==> src/verilog/cpc_map.vh <==
// Register map, field positions and reset values of the CSI-2 receive packet checker
// Overview of operation
// - Packets with data types 0x13 to 0x17 are accepted and processed like any other legal packet.
// - Data types 0x13 to 0x17 never set an unknown-type flag nor raise the error interrupt.
// - The unknown-type flags sit in bits 12 to 15 of the second error status register.
// - Bits 12 to 15 of the second error mask keep those flags off the interrupt, whatever type set them.
// - The payload valid strobe is high for the payload bytes of long packets carrying real data.
// - The payload valid strobe stays low for the payload of null and blanking long packets.
// - With four lanes the payload counter stops at the end of a long packet, not counting idle time.
// - Correct data gives no CRC error however long the blanking is and without line start or end packets.
`ifndef CPC_MAP_VH
`define CPC_MAP_VH

// Register byte offsets
`define CPC_OFS_CTRL         8'h00
`define CPC_OFS_STATUS1      8'h04
`define CPC_OFS_MASK1        8'h08
`define CPC_OFS_STATUS2      8'h0c
`define CPC_OFS_SECOND_ERROR_MASK        8'h10
`define CPC_OFS_PAY_COUNT    8'h14
`define CPC_OFS_LAST_HDR     8'h18
`define CPC_OFS_PKT_COUNT    8'h1c

// Control fields
`define CPC_CTRL_ENABLE      0
`define CPC_CTRL_LANES_LO    1
`define CPC_CTRL_LANES_HI    2
`define CPC_CTRL_CRC_EN      3
`define CPC_CTRL_RESET       4'hf

// First status / mask fields
`define CPC_ST1_CRC_ERR      0
`define CPC_ST1_TRUNC        1
`define CPC_ST1_FRAME_START  2
`define CPC_ST1_FRAME_END    3
`define CPC_ST1_LINE_START   4
`define CPC_ST1_LINE_END     5
`define CPC_ST1_WIDTH        6
`define CPC_MASK1_RESET      6'h3f

// Second status / mask: unknown type flag per virtual channel
`define CPC_ST2_UNK_LO       12
`define CPC_ST2_UNK_HI       15
`define CPC_SECOND_ERROR_MASK_RESET      4'hf

// Data type codes
`define CPC_DT_FRAME_START   6'h00
`define CPC_DT_FRAME_END     6'h01
`define CPC_DT_LINE_START    6'h02
`define CPC_DT_LINE_END      6'h03
`define CPC_DT_LONG_FIRST    6'h10
`define CPC_DT_NULL          6'h10
`define CPC_DT_BLANKING      6'h11
`define CPC_DT_RSVD_FIRST    6'h13
`define CPC_DT_RSVD_LAST     6'h17
`define CPC_DT_UNKNOWN_FIRST 6'h38

// CRC
`define CPC_CRC_INIT         16'hffff
`define CPC_CRC_POLY         16'h8408

`endif

==> src/verilog/cpc_crc16.v <==
// One-byte step of the reflected 16-bit payload checksum
`timescale 1ns/100ps
module cpc_crc16
(
	// Running value and new byte
	input  wire [15:0] crc_in,
	input  wire [7:0]  data_in,
	// Updated value
	output reg  [15:0] crc_out
);
`include "cpc_map.vh"

	integer i;

	always @*
	begin
		crc_out = crc_in;
		for (i = 0; i < 8; i = i + 1)
		begin
			if (crc_out[0] ^ data_in[i])
				crc_out = (crc_out >> 1) ^ `CPC_CRC_POLY;
			else
				crc_out = crc_out >> 1;
		end
	end

endmodule

==> config.mk <==
export PLATFORM = sky130hd
export DESIGN_NAME = cpc_crc16
export DESIGN_NICKNAME = d
export VERILOG_FILES = /design/src/verilog/cpc_crc16.v
export VERILOG_INCLUDE_DIRS = /design/src /design/src/verilog
export SDC_FILE = /design/constraint.sdc
export NUM_CORES = 1
export LEC_CHECK = 0
export ABC_AREA = 1
export BUFFER_PORTS_ARGS = -buffer_cell sky130_fd_sc_hd__buf_2
export CAP_MARGIN = 40
export CORE_AREA = 2 2 39 41
export DETAILED_ROUTE_END_ITERATION = 6
export DIE_AREA = 0 0 41 43
export PLACE_DENSITY = 0.75
export SLEW_MARGIN = 10
export SYNTH_ARGS = -nofsm -noshare
export SYNTH_HDL_FRONTEND = slang
export SYNTH_SLANG_ARGS = --single-unit
==> constraint.sdc <==
create_clock -name vclk -period 1.7
set_clock_uncertainty 0.1 [all_clocks]
set_input_delay 0.085 -clock vclk [all_inputs]
set_output_delay 0.085 -clock vclk [all_outputs]
set_load 0.02 [all_outputs]
# Word-level counts from Yosys, hierarchy flattened
# Cells that the tools add are included.
totals:
  regBits: 0
  in_bits: 24
  out_inout_bits: 16
  wordCells: 24
op_classes:
  muxes: 8
  bitwise_logic: 16
op_table:
  columns: ["operator", "n"]
  rows:
  - ["two-way mux 16 bit", 8]
  - ["NOT 2 -> 3 bit", 8]
  - ["bitwise XOR 1 bit", 8]

# Depth between registers and ports, before layout
# Gate-level depths: netlist of the first run.
depth:
  depth_word: 16
  depth_mapped: 8
  depth_no_buf: 8

# Worst setup path after synthesis of the first run
# No wires, ideal clock.
synth_path:
  path_type: "in2out"
  startpoint: "input port crc_in[3]"
  endpoint: "output port crc_out[6]"
  arrival_time_ns: 0.716
  required_ns: 1.515
  setup_slack_ns: 0.799
  cell_stages: 4
  n_path_buf: 0
  path_cell_list: "inv_1 nand2_1 nand2_2 xor2_1"
synth_between:
  elab_chain_cells: 9
synth_lines:
  columns: ["element", "line", "text"]
  rows:
  - ["from (decl)", "cpc_crc16.v:6", "input wire [15:0] crc_in,"]
  - ["two-way mux 16 bit (3 in a row)", "cpc_crc16.v:20", "if (crc_out[0] ^ data_in[i])"]
  - ["bitwise XOR 1 bit", "cpc_crc16.v:20", null]
  - ["two-way mux 16 bit (5 in a row)", "cpc_crc16.v:20", null]
  - ["to (decl)", "cpc_crc16.v:9", "output reg [15:0] crc_out"]
# Every way passes these cells.

# Final worst setup path of the first run
layout_path:
  startpoint: "input port data_in[2]"
  endpoint: "output port crc_out[2]"
layout_between:
  elab_chain_cells: 8
layout_lines:
  columns: ["element", "line", "text"]
  rows:
  - ["from (decl)", "cpc_crc16.v:7", "input wire [7:0] data_in,"]
  - ["bitwise XOR 1 bit", "cpc_crc16.v:20", null]
  - ["two-way mux 16 bit (4 in a row)", "cpc_crc16.v:20", null]
  - ["bitwise XOR 1 bit", "cpc_crc16.v:20", null]
  - ["two-way mux 16 bit (2 in a row)", "cpc_crc16.v:20", null]
# Every way passes these cells.

==> metrics.md, run 1 <==
| Metric | Value |
|---|---|
| Fraction of layout instances using a drive strength above 1 | `0.3514` |
| DR iter-0 viols | `6` |
| Sum Neg Setup Slack | `0 ps` |
| Total number of vias | `698` |
| Dominant cell type by area after synthesis | `sky130_fd_sc_hd__nand2_1` |
| Overall die width | `about 41 microns` |
| Cell area after synthesis | `470.5 sq um` |
| Final Routed Wirelength | `1097 microns` |
| Overall global routing resource usage | `0.1259` |
| Vias in the first global route | `~520` |
| Power share of the sequential group | `0` |
| # rows | `14` |
| Largest cells by area after synthesis | `sky130_fd_sc_hd__nand2_1 (44%), sky130_fd_sc_hd__inv_1 (18%), sky130_fd_sc_hd__nand3_1 (15%)` |
| Layout area overhead | `46.81%` |
| Element type at the critical path end | `output port` |
| Distinct cell type count of the synthesized netlist | `7` |
| Hold path cells | `3` |
| Buffers inserted during post-CTS setup optimization | `0` |
| Hold Buf Count CTS | `0` |
| Pin slew with the least headroom to its limit | `173.1 ps` |
| Count of mapped cells out of synthesis | `108` |
| Sequential cell area | `0 sq um` |
| Initial antenna violation count | `0` |
| Gpl congestion | `0.6570` |
| Total power | `roughly 0.27 mW` |
| DPL Wire Length | `1041 microns` |
| Post-route antenna net violation count | `0` |
| Synth warnings | `0` |
| Count of pins over their slew limit | `0` |
| Hold violation total from the final report | `0` |
| Worst hold-check path type | `input pin to output port` |
| Io pins | `40` |
| Wire length of the first global-routing pass | `1711 microns` |
| Worst voltage drop across the vdd grid | `between 0.2 and 0.25 mV` |
| Max Fclk | `around 0.95 GHz` |
| Net count, final | `174` |
| Vias per cell | `4.256` |
| Req. time, crit path | `1510 ps` |
| Net Switching | `0.1692 mW` |
| Residual overflow from global routing | `0` |
| Post-cts gate resize count | `0` |
| Area used by multi-input combinational logic | `380.4 sq um` |
| Net count of the mapped netlist | `132` |
| Setup repair after global routing missed its margin | `no` |
| Sequential cell count of the final layout | `0` |
| Clock Power Share | `0` |
| Effective utilization at floorplan | `0.3400` |
| Post-synthesis sequential area ratio | `0` |
| Switching Share | `0.6335` |
| Number of DRC violations after detailed routing | `0` |
| Final min period | `about 1000 ps` |
| N_diodes | `0` |
| Critical path launch point type | `input pin` |
| Proportion of power drawn by combinational gates | `1.000` |
| # port buffers | `40` |
| Filler cells | `154` |
| Total of endpoints with negative setup slack in the final report | `0` |
| Pin count of the biggest net entering global routing | `5` |
| Die area | `0.001763 sq mm` |
| Average wire length per cell after detail routing | `6.689 microns` |
| Worst setup path category | `input pin to output port` |
| Internal cell power | `approximately 0.098 mW` |
| Max-cap violation count | `0` |
| Result of the run | `completed` |
| Total of clock buffers placed in the layout | `0` |
| Final critical-path share of the clock period | `0.6163` |
| Leakage | `0.5310 nW` |
| Arrival time of data at the critical path endpoint | `860 ps` |
| Cell Pwr Density | `386.8 mW/mm^2` |
| Number of iterations in the first detailed-routing pass | `3` |
| Fraction of the core area covered by cells at the end of the flow | `0.4991` |
| Synth top area share | `0.4388` |
| Remaining max-slew budget at the tightest pin | `0.8837` |
| Average footprint of a synthesized cell | `4.356 sq um` |
| Highest fanout seen on the critical path | `3` |
| Vertical die dimension | `43 microns` |
| Core Region | `0.001384 sq mm` |
## area by class of cell
cell class / instances / share of cell area
multi-input cells: 84 / 0.5507
repair buffers: 40 / 0.2899
well taps: 16 / 0.02899
inverters: 24 / 0.1304
## per-stage QoR
step / hold WS, ps / area, sq um / setup WS [ps] / std cells
6_report: 352.8 / 690.7 / 652.3 / 164
3_5_place_dp: 354.7 / 690.7 / 645.6 / 164
5_1_grt: 363.7 / 690.7 / 523.2 / 164
2_1_floorplan: 198.3 / 470.5 / 798.7 / 108
3_3_place_gp: 353.9 / 690.7 / 653.6 / 164
4_1_cts: 354.7 / 690.7 / 642.2 / 164
## power by group through the flow
stage               registers, mW  logic, mW  clock network (mW)
global route                    0      0.300                   0
floorplan                       0      0.175                   0
CTS                             0      0.270                   0
finish                          0      0.267                   0
global placement                0      0.263                   0
detailed placement              0      0.269                   0
## path summary, 6_finish.rpt
path | from | endpoint
worst max-delay path | data_in[2] | crc_out[2]
worst min-delay path | crc_in[14] | crc_out[6]
## cells in the mapped netlist
cell                      instances
sky130_fd_sc_hd__nand2_1         55
sky130_fd_sc_hd__nand3_1         14
sky130_fd_sc_hd__xnor2_1          1
sky130_fd_sc_hd__nand2_2         11
sky130_fd_sc_hd__xor2_1           3
sky130_fd_sc_hd__inv_2            1
sky130_fd_sc_hd__inv_1           23
## routing by layer
metal | track usage | part of all wire | vias to the layer above
met5 | 0 | 0 | -
met4 | 0 | 0 | 0
met3 | 0.005236 | 0.085 | 0
met2 | 0.2625 | 0.51 | 25
met1 | 0.1297 | 0.41 | 278
li1 | - | - | 395
## layout by cell type, fill, tap and decap left out, drive strengths merged
cell and n:
xor2 3, buf 40, inv 24, nand2 66, nand3 14, xnor2 1
## worst max-delay path: stages
cell and delay (ps):
sky130_fd_sc_hd__buf_2 110, sky130_fd_sc_hd__inv_1 70, sky130_fd_sc_hd__nand2_1 50, sky130_fd_sc_hd__nand2_1 140
sky130_fd_sc_hd__nand2_2 90, sky130_fd_sc_hd__nand2_2 70, sky130_fd_sc_hd__nand2_1 50, sky130_fd_sc_hd__nand2_1 50
sky130_fd_sc_hd__buf_2 150
## kinds of logic after synthesis
family / count (synthesis) / synth area share
simple gates: 80 / 0.7341
xor+xnor: 4 / 0.07448
buf+inv: 24 / 0.1915
Note: power is estimated with default switching activity, not from simulation.
==> run 2, diff against run 1 <==
ABC_AREA = 0   (was 1)
PLACE_DENSITY = 0.67   (was 0.75)
clock period = 1.08 ns   (was 1.7 ns; I/O delays follow)
==> run 2 against run 1 <==
  * The flow now finishes with violations (setup timing)
  * Global-route usage down 2.2 points
  * Final area increased by 37%
  * Combinational power increased to 3.6 times the previous value
  * Count of clock-buffer cells in the layout unchanged
==> metrics.md, run 2 <==
| Metric | Value |
|---|---|
| Net count, final | `~100` |
| Non-filler cells in the finished layout | `94` |
| Commonest cells after routing, fill and taps aside | `sky130_fd_sc_hd__buf_2 (21), sky130_fd_sc_hd__buf_6 (20), sky130_fd_sc_hd__buf_4 (9), sky130_fd_sc_hd__xnor2_4 (6), sky130_fd_sc_hd__xnor3_1 (5)` |
| Most numerous cell in the Yosys netlist | `sky130_fd_sc_hd__xnor2_1` |
| Residual overflow from global routing | `0` |
| Average wire length per cell after detail routing | `11.02 microns` |
| Pin count of the biggest net entering global routing | `5` |
| Result of the run | `finished with violations` |
| Initial antenna violation count | `0` |
| Worst Setup Slack, final | `-66.89 ps` |
| Worst voltage drop across the vdd grid | `a little over 0.5 mV` |
| Overall die width | `41 microns` |
| Distinct cell type count of the synthesized netlist | `7` |
| Post-synthesis sequential area ratio | `0` |
| Number of DRC violations after detailed routing | `0` |
| Setup repair after global routing missed its margin | `yes` |
| Total of endpoints with negative setup slack in the final report | `3` |
| Critical path launch point type | `input pin` |
| Total power | `0.9577 mW` |
| Net count of the mapped netlist | `49` |
| Worst setup path category | `input pin to output port` |
| Dominant cell type by area after synthesis | `sky130_fd_sc_hd__xnor3_1` |
| Final critical-path share of the clock period | `1.062` |
| Sequential cell count of the final layout | `0` |
| Vias in the first global route | `396` |
| Average footprint of a synthesized cell | `14.91 sq um` |
| Overall global routing resource usage | `0.1039` |
| Hold Buf Count CTS | `0` |
| Cell Pwr Density | `1010 mW/mm^2` |
| Req. time, crit path | `930 ps` |
| Top cell types by occurrence after synthesis | `sky130_fd_sc_hd__xnor2_1 (9), sky130_fd_sc_hd__xnor3_1 (5), sky130_fd_sc_hd__xnor2_2 (3), sky130_fd_sc_hd__xor2_1 (3)` |
| Arrival time of data at the critical path endpoint | `990 ps` |
| Filler cells | `95` |
| Met2 Usage GRT | `0.2219` |
| Final min period | `1147 ps` |
| Total number of vias | `just under 400` |
| Total of clock buffers placed in the layout | `0` |
| Hold violation total from the final report | `0` |
| Violated checks | `setup timing` |
| Final Routed Wirelength | `around 1000 microns` |
| Hold path cells | `3` |
| Sequential cell area | `0 sq um` |
| Leakage | `0.5132 nW` |
| Met3 track utilization from global routing | `0.005236` |
| Vertical die dimension | `43 microns` |
| Count of mapped cells out of synthesis | `25` |
| DPL Wire Length | `724.4 microns` |
| Count of pins over their slew limit | `0` |
| # rows | `14` |
| N_diodes | `0` |
| Effective utilization at floorplan | `0.2694` |
| Die area | `0.001763 sq mm` |
| Fraction of the core area covered by cells at the end of the flow | `0.6854` |
| Commonest non-fill, non-tap cell in the layout | `sky130_fd_sc_hd__buf_2` |
| Busiest metal layer after global routing | `met2` |
| Switching Share | `0.4139` |
| Io pins | `40` |
| Largest cells by area after synthesis | `sky130_fd_sc_hd__xnor3_1 (30%), sky130_fd_sc_hd__xnor2_1 (21%), sky130_fd_sc_hd__xor3_4 (15%)` |
| Post-Place Cells | `89` |
| Core Region | `0.001384 sq mm` |
| Gpl congestion | `0.6195` |
| Highest fanout seen on the critical path | `2` |
| Post-route antenna net violation count | `0` |
| Layout area overhead | `154.4%` |
| Worst hold slack after final layout | `299.2 ps` |
| Met1 GRT Util | `0.1013` |
| Wire length of the first global-routing pass | `1331 microns` |
| Worst hold-check path type | `input pin to output port` |
| Remaining max-slew budget at the tightest pin | `0.8645` |
| Clock Power Share | `0` |
| Pin slew with the least headroom to its limit | `about 200 ps` |
| Synth warnings | `0` |
| Element type at the critical path end | `output port` |
| Fraction of layout instances using a drive strength above 1 | `0.8205` |
| Proportion of power drawn by combinational gates | `1.000` |
| # port buffers | `40` |
| Synth top area share | `0.3020` |
| Cell area after synthesis | `about 370 sq um` |
| DR iter-0 viols | `2` |
| Vias per cell | `4.128` |
| Max Fclk | `0.8719 GHz` |
| Max-cap violation count | `0` |
| Net Switching | `0.3963 mW` |
| Number of iterations in the first detailed-routing pass | `2` |
| Power share of the sequential group | `0` |
| Internal cell power | `0.5613 mW` |
-- run 2: path summary, 6_finish.rpt --
| check | startpoint | end | slack (ps) |
|---|---|---|---|
| hold / removal | crc_in[12] | crc_out[4] | 300 |
| setup / recovery | data_in[5] | crc_out[1] | -70 |
-- run 2: power groups by stage --
stage	clock network [mW]	registers, mW	logic, mW
after floorplan	0	0	0.469
after global placement	0	0	0.701
after detailed placement	0	0	0.707
after CTS	0	0	0.856
after global routing	0	0	1.01
final	0	0	0.958
-- run 2: final cells by class --
type	instances	area, sq um	share of cell area
Multi-Input combinational cell	24	481.7	0.5079
Timing Repair Buffer	53	442.9	0.4670
Tap cell	16	20.02	0.02111
Inverter	1	3.754	0.003958
-- run 2: logic make-up (layout without fill, tap and decap cells) --
family / count (synthesis) / after routing / share of synthesized area
buffers and inverters: 1 / 54 / 0.01006
XOR/XNOR: 24 / 24 / 0.9900
-- run 2: repair_timing --
item,4_1_cts,5_1_grt
setup endpoints to repair,9,9
resized for setup,22,29
pin swaps,8,10
buffers inserted,5,0
-- run 2: critical path, stage by stage --
cell	delay, ps
sky130_fd_sc_hd__buf_8	100
sky130_fd_sc_hd__xnor2_4	140
sky130_fd_sc_hd__buf_6	120
sky130_fd_sc_hd__xor3_4	430
sky130_fd_sc_hd__buf_6	150
-- run 2: routing by layer --
layer,wire [microns],vias to the layer above
met5,0,-
met4,0,0
met1,340,165
met2,550,34
li1,-,189
met3,146,0
-- run 2: stage by stage --
step | setup slack (ps) | cell area, sq um | setup TNS [ps]
after floorplan | 28.79 | 380.4 | 0
after global placement | -131.4 | 660.6 | -881.2
after detailed placement | -120.9 | 660.6 | -837.9
after CTS | -56.95 | 824.5 | -168.6
after global routing | -103.0 | 948.4 | -329.0
final | -66.89 | 948.4 | -146.6
==> run 3, diff against run 2 <==
PLACE_DENSITY = default   (was 0.67)
PLACE_DENSITY_LB_ADDON = 0.1   (was default)
clock period = 1.33 ns   (was 1.08 ns; I/O delays follow)
==> run 3 against run 2 <==
  * The flow now finishes without violations
  * Critical path depth decreased by 1
  * Sequential share of layout area unchanged
  * Core utilization down 23 points
  * Non-clock buffer count decreased by 8
  * Sequential cell count unchanged
  * Total power is 43% lower
  * Global-route usage shrank 3.0 points
  * Combinational power decreased by 43%
  * Final area fell by 34%
  * Largest power group unchanged
==> metrics.md, run 3 (same netlist as run 2, synthesis figures left out) <==
| Metric | Value |
|---|---|
| Leakage | `approximately 0.38 nW` |
| Hold violation total from the final report | `0` |
| Core Region | `0.001384 sq mm` |
| Total number of vias | `332` |
| Cell Pwr Density | `863.2 mW/mm^2` |
| Filler cells | `135` |
| Number of DRC violations after detailed routing | `0` |
| Worst Setup Slack, final | `107.4 ps` |
| Vias in the first global route | `275` |
| Die area | `0.001763 sq mm` |
| Arrival time of data at the critical path endpoint | `1060 ps` |
| # rows | `14` |
| Vertical die dimension | `between 40 and 50 microns` |
| Worst setup slack after placement | `79.45 ps` |
| Post-cts gate resize count | `0` |
| Overall die width | `41 microns` |
| Gpl congestion | `0.5561` |
| Overall global routing resource usage | `0.07381` |
| Non-filler cells in the finished layout | `86` |
| Hold Buf Count CTS | `0` |
| Average wire length per cell after detail routing | `7.686 microns` |
| # port buffers | `40` |
| Hold Path End | `crc_out[4]` |
| Wire length of the first global-routing pass | `986 microns` |
| Remaining max-slew budget at the tightest pin | `0.7662` |
| Io pins | `40` |
| Pin slew with the least headroom to its limit | `349.0 ps` |
| Max-cap violation count | `0` |
| Initial antenna violation count | `0` |
| Element type at the critical path end | `output port` |
| Final Routed Wirelength | `between 600 and 700 microns` |
| Sum Neg Setup Slack | `0 ps` |
| Total of clock buffers placed in the layout | `0` |
| DR iter-0 viols | `0` |
| Final critical-path share of the clock period | `0.9193` |
| Post-route antenna net violation count | `0` |
| Final Cell Area | `630.6 sq um` |
| Final min period | `1223 ps` |
| Buffers inserted during post-CTS setup optimization | `0` |
| Fraction of layout instances using a drive strength above 1 | `0.7143` |
| Net count, final | `96` |
| Total of endpoints with negative setup slack in the final report | `0` |
| Sequential cell count of the final layout | `0` |
| Commonest non-fill, non-tap cell in the layout | `sky130_fd_sc_hd__buf_2` |
| Number of iterations in the first detailed-routing pass | `1` |
| Pin count of the biggest net entering global routing | `5` |
| Worst hold-check path type | `input pin to output port` |
| Sequential cell area | `0 sq um` |
| Layout area overhead | `69.13%` |
| Result of the run | `completed` |
| Count of pins over their slew limit | `0` |
| Critical path launch point | `data_in[0]` |
| Critical path launch point type | `input pin` |
| Req. time, crit path | `roughly 1200 ps` |
| Total power | `0.5443 mW` |
| Vias per cell | `about 3.9` |
| Hold Startpoint | `crc_in[12]` |
| Setup repair after global routing missed its margin | `no` |
| Worst setup path category | `input pin to output port` |
| Cell area after placement | `630.6 sq um` |
| Residual overflow from global routing | `0` |
| Commonest cells after routing, fill and taps aside | `sky130_fd_sc_hd__buf_2 (40), sky130_fd_sc_hd__xnor2_1 (9), sky130_fd_sc_hd__xnor3_1 (5), sky130_fd_sc_hd__buf_4 (5)` |
| Highest fanout seen on the critical path | `4` |
| Effective utilization at floorplan | `0.2694` |
| Worst voltage drop across the vdd grid | `0.3698 mV` |
| Max Fclk | `0.8179 GHz` |
| Post-Place Cells | `86` |
| Hold path cells | `3` |
| N_diodes | `0` |
## run 3: where the power goes
part	internal, mW	total (mW)	switching, mW
logic	0.278	0.544	0.266
clock network	0	0	0
registers	0	0	0
## run 3: layer usage
layer	global-route usage	vias to the layer above	share of wire
li1	-	174	-
met1	0.08224	134	0.33
met2	0.1469	24	0.52
met3	0.005236	0	0.15
met4	0	0	0
met5	0	-	0
## run 3: cell type report
cell class / count / area [sq um] / share of cell area
Inverter: 1 / 3.754 / 0.005952
Multi-Input combinational cell: 24 / 369.1 / 0.5853
Timing Repair Buffer: 45 / 237.7 / 0.3770
Tap cell: 16 / 20.02 / 0.03175
## run 3: critical path, stage by stage
cell                      delay (ps)
sky130_fd_sc_hd__buf_2           120
sky130_fd_sc_hd__xnor2_2         320
sky130_fd_sc_hd__xor3_1          380
sky130_fd_sc_hd__buf_2           170
## run 3: worst max path at each step
stage | slack, ps | to | depth (start not counted)
2_1_floorplan | 180 | crc_out[15] | 3
3_3_place_gp | 90 | crc_out[1] | 4
3_5_place_dp | 80 | crc_out[1] | 4
4_1_cts | 80 | crc_out[7] | 4
5_1_grt | 40 | crc_out[7] | 4
6_report | 110 | crc_out[7] | 4
## run 3: metrics by stage
step,utilization,hold WS (ps)
3_3_place_gp,0.4557,321.5
6_report,0.4557,318.8
3_5_place_dp,0.4557,320.5
4_1_cts,0.4557,321.0
2_1_floorplan,-,175.4
5_1_grt,0.4557,346.5
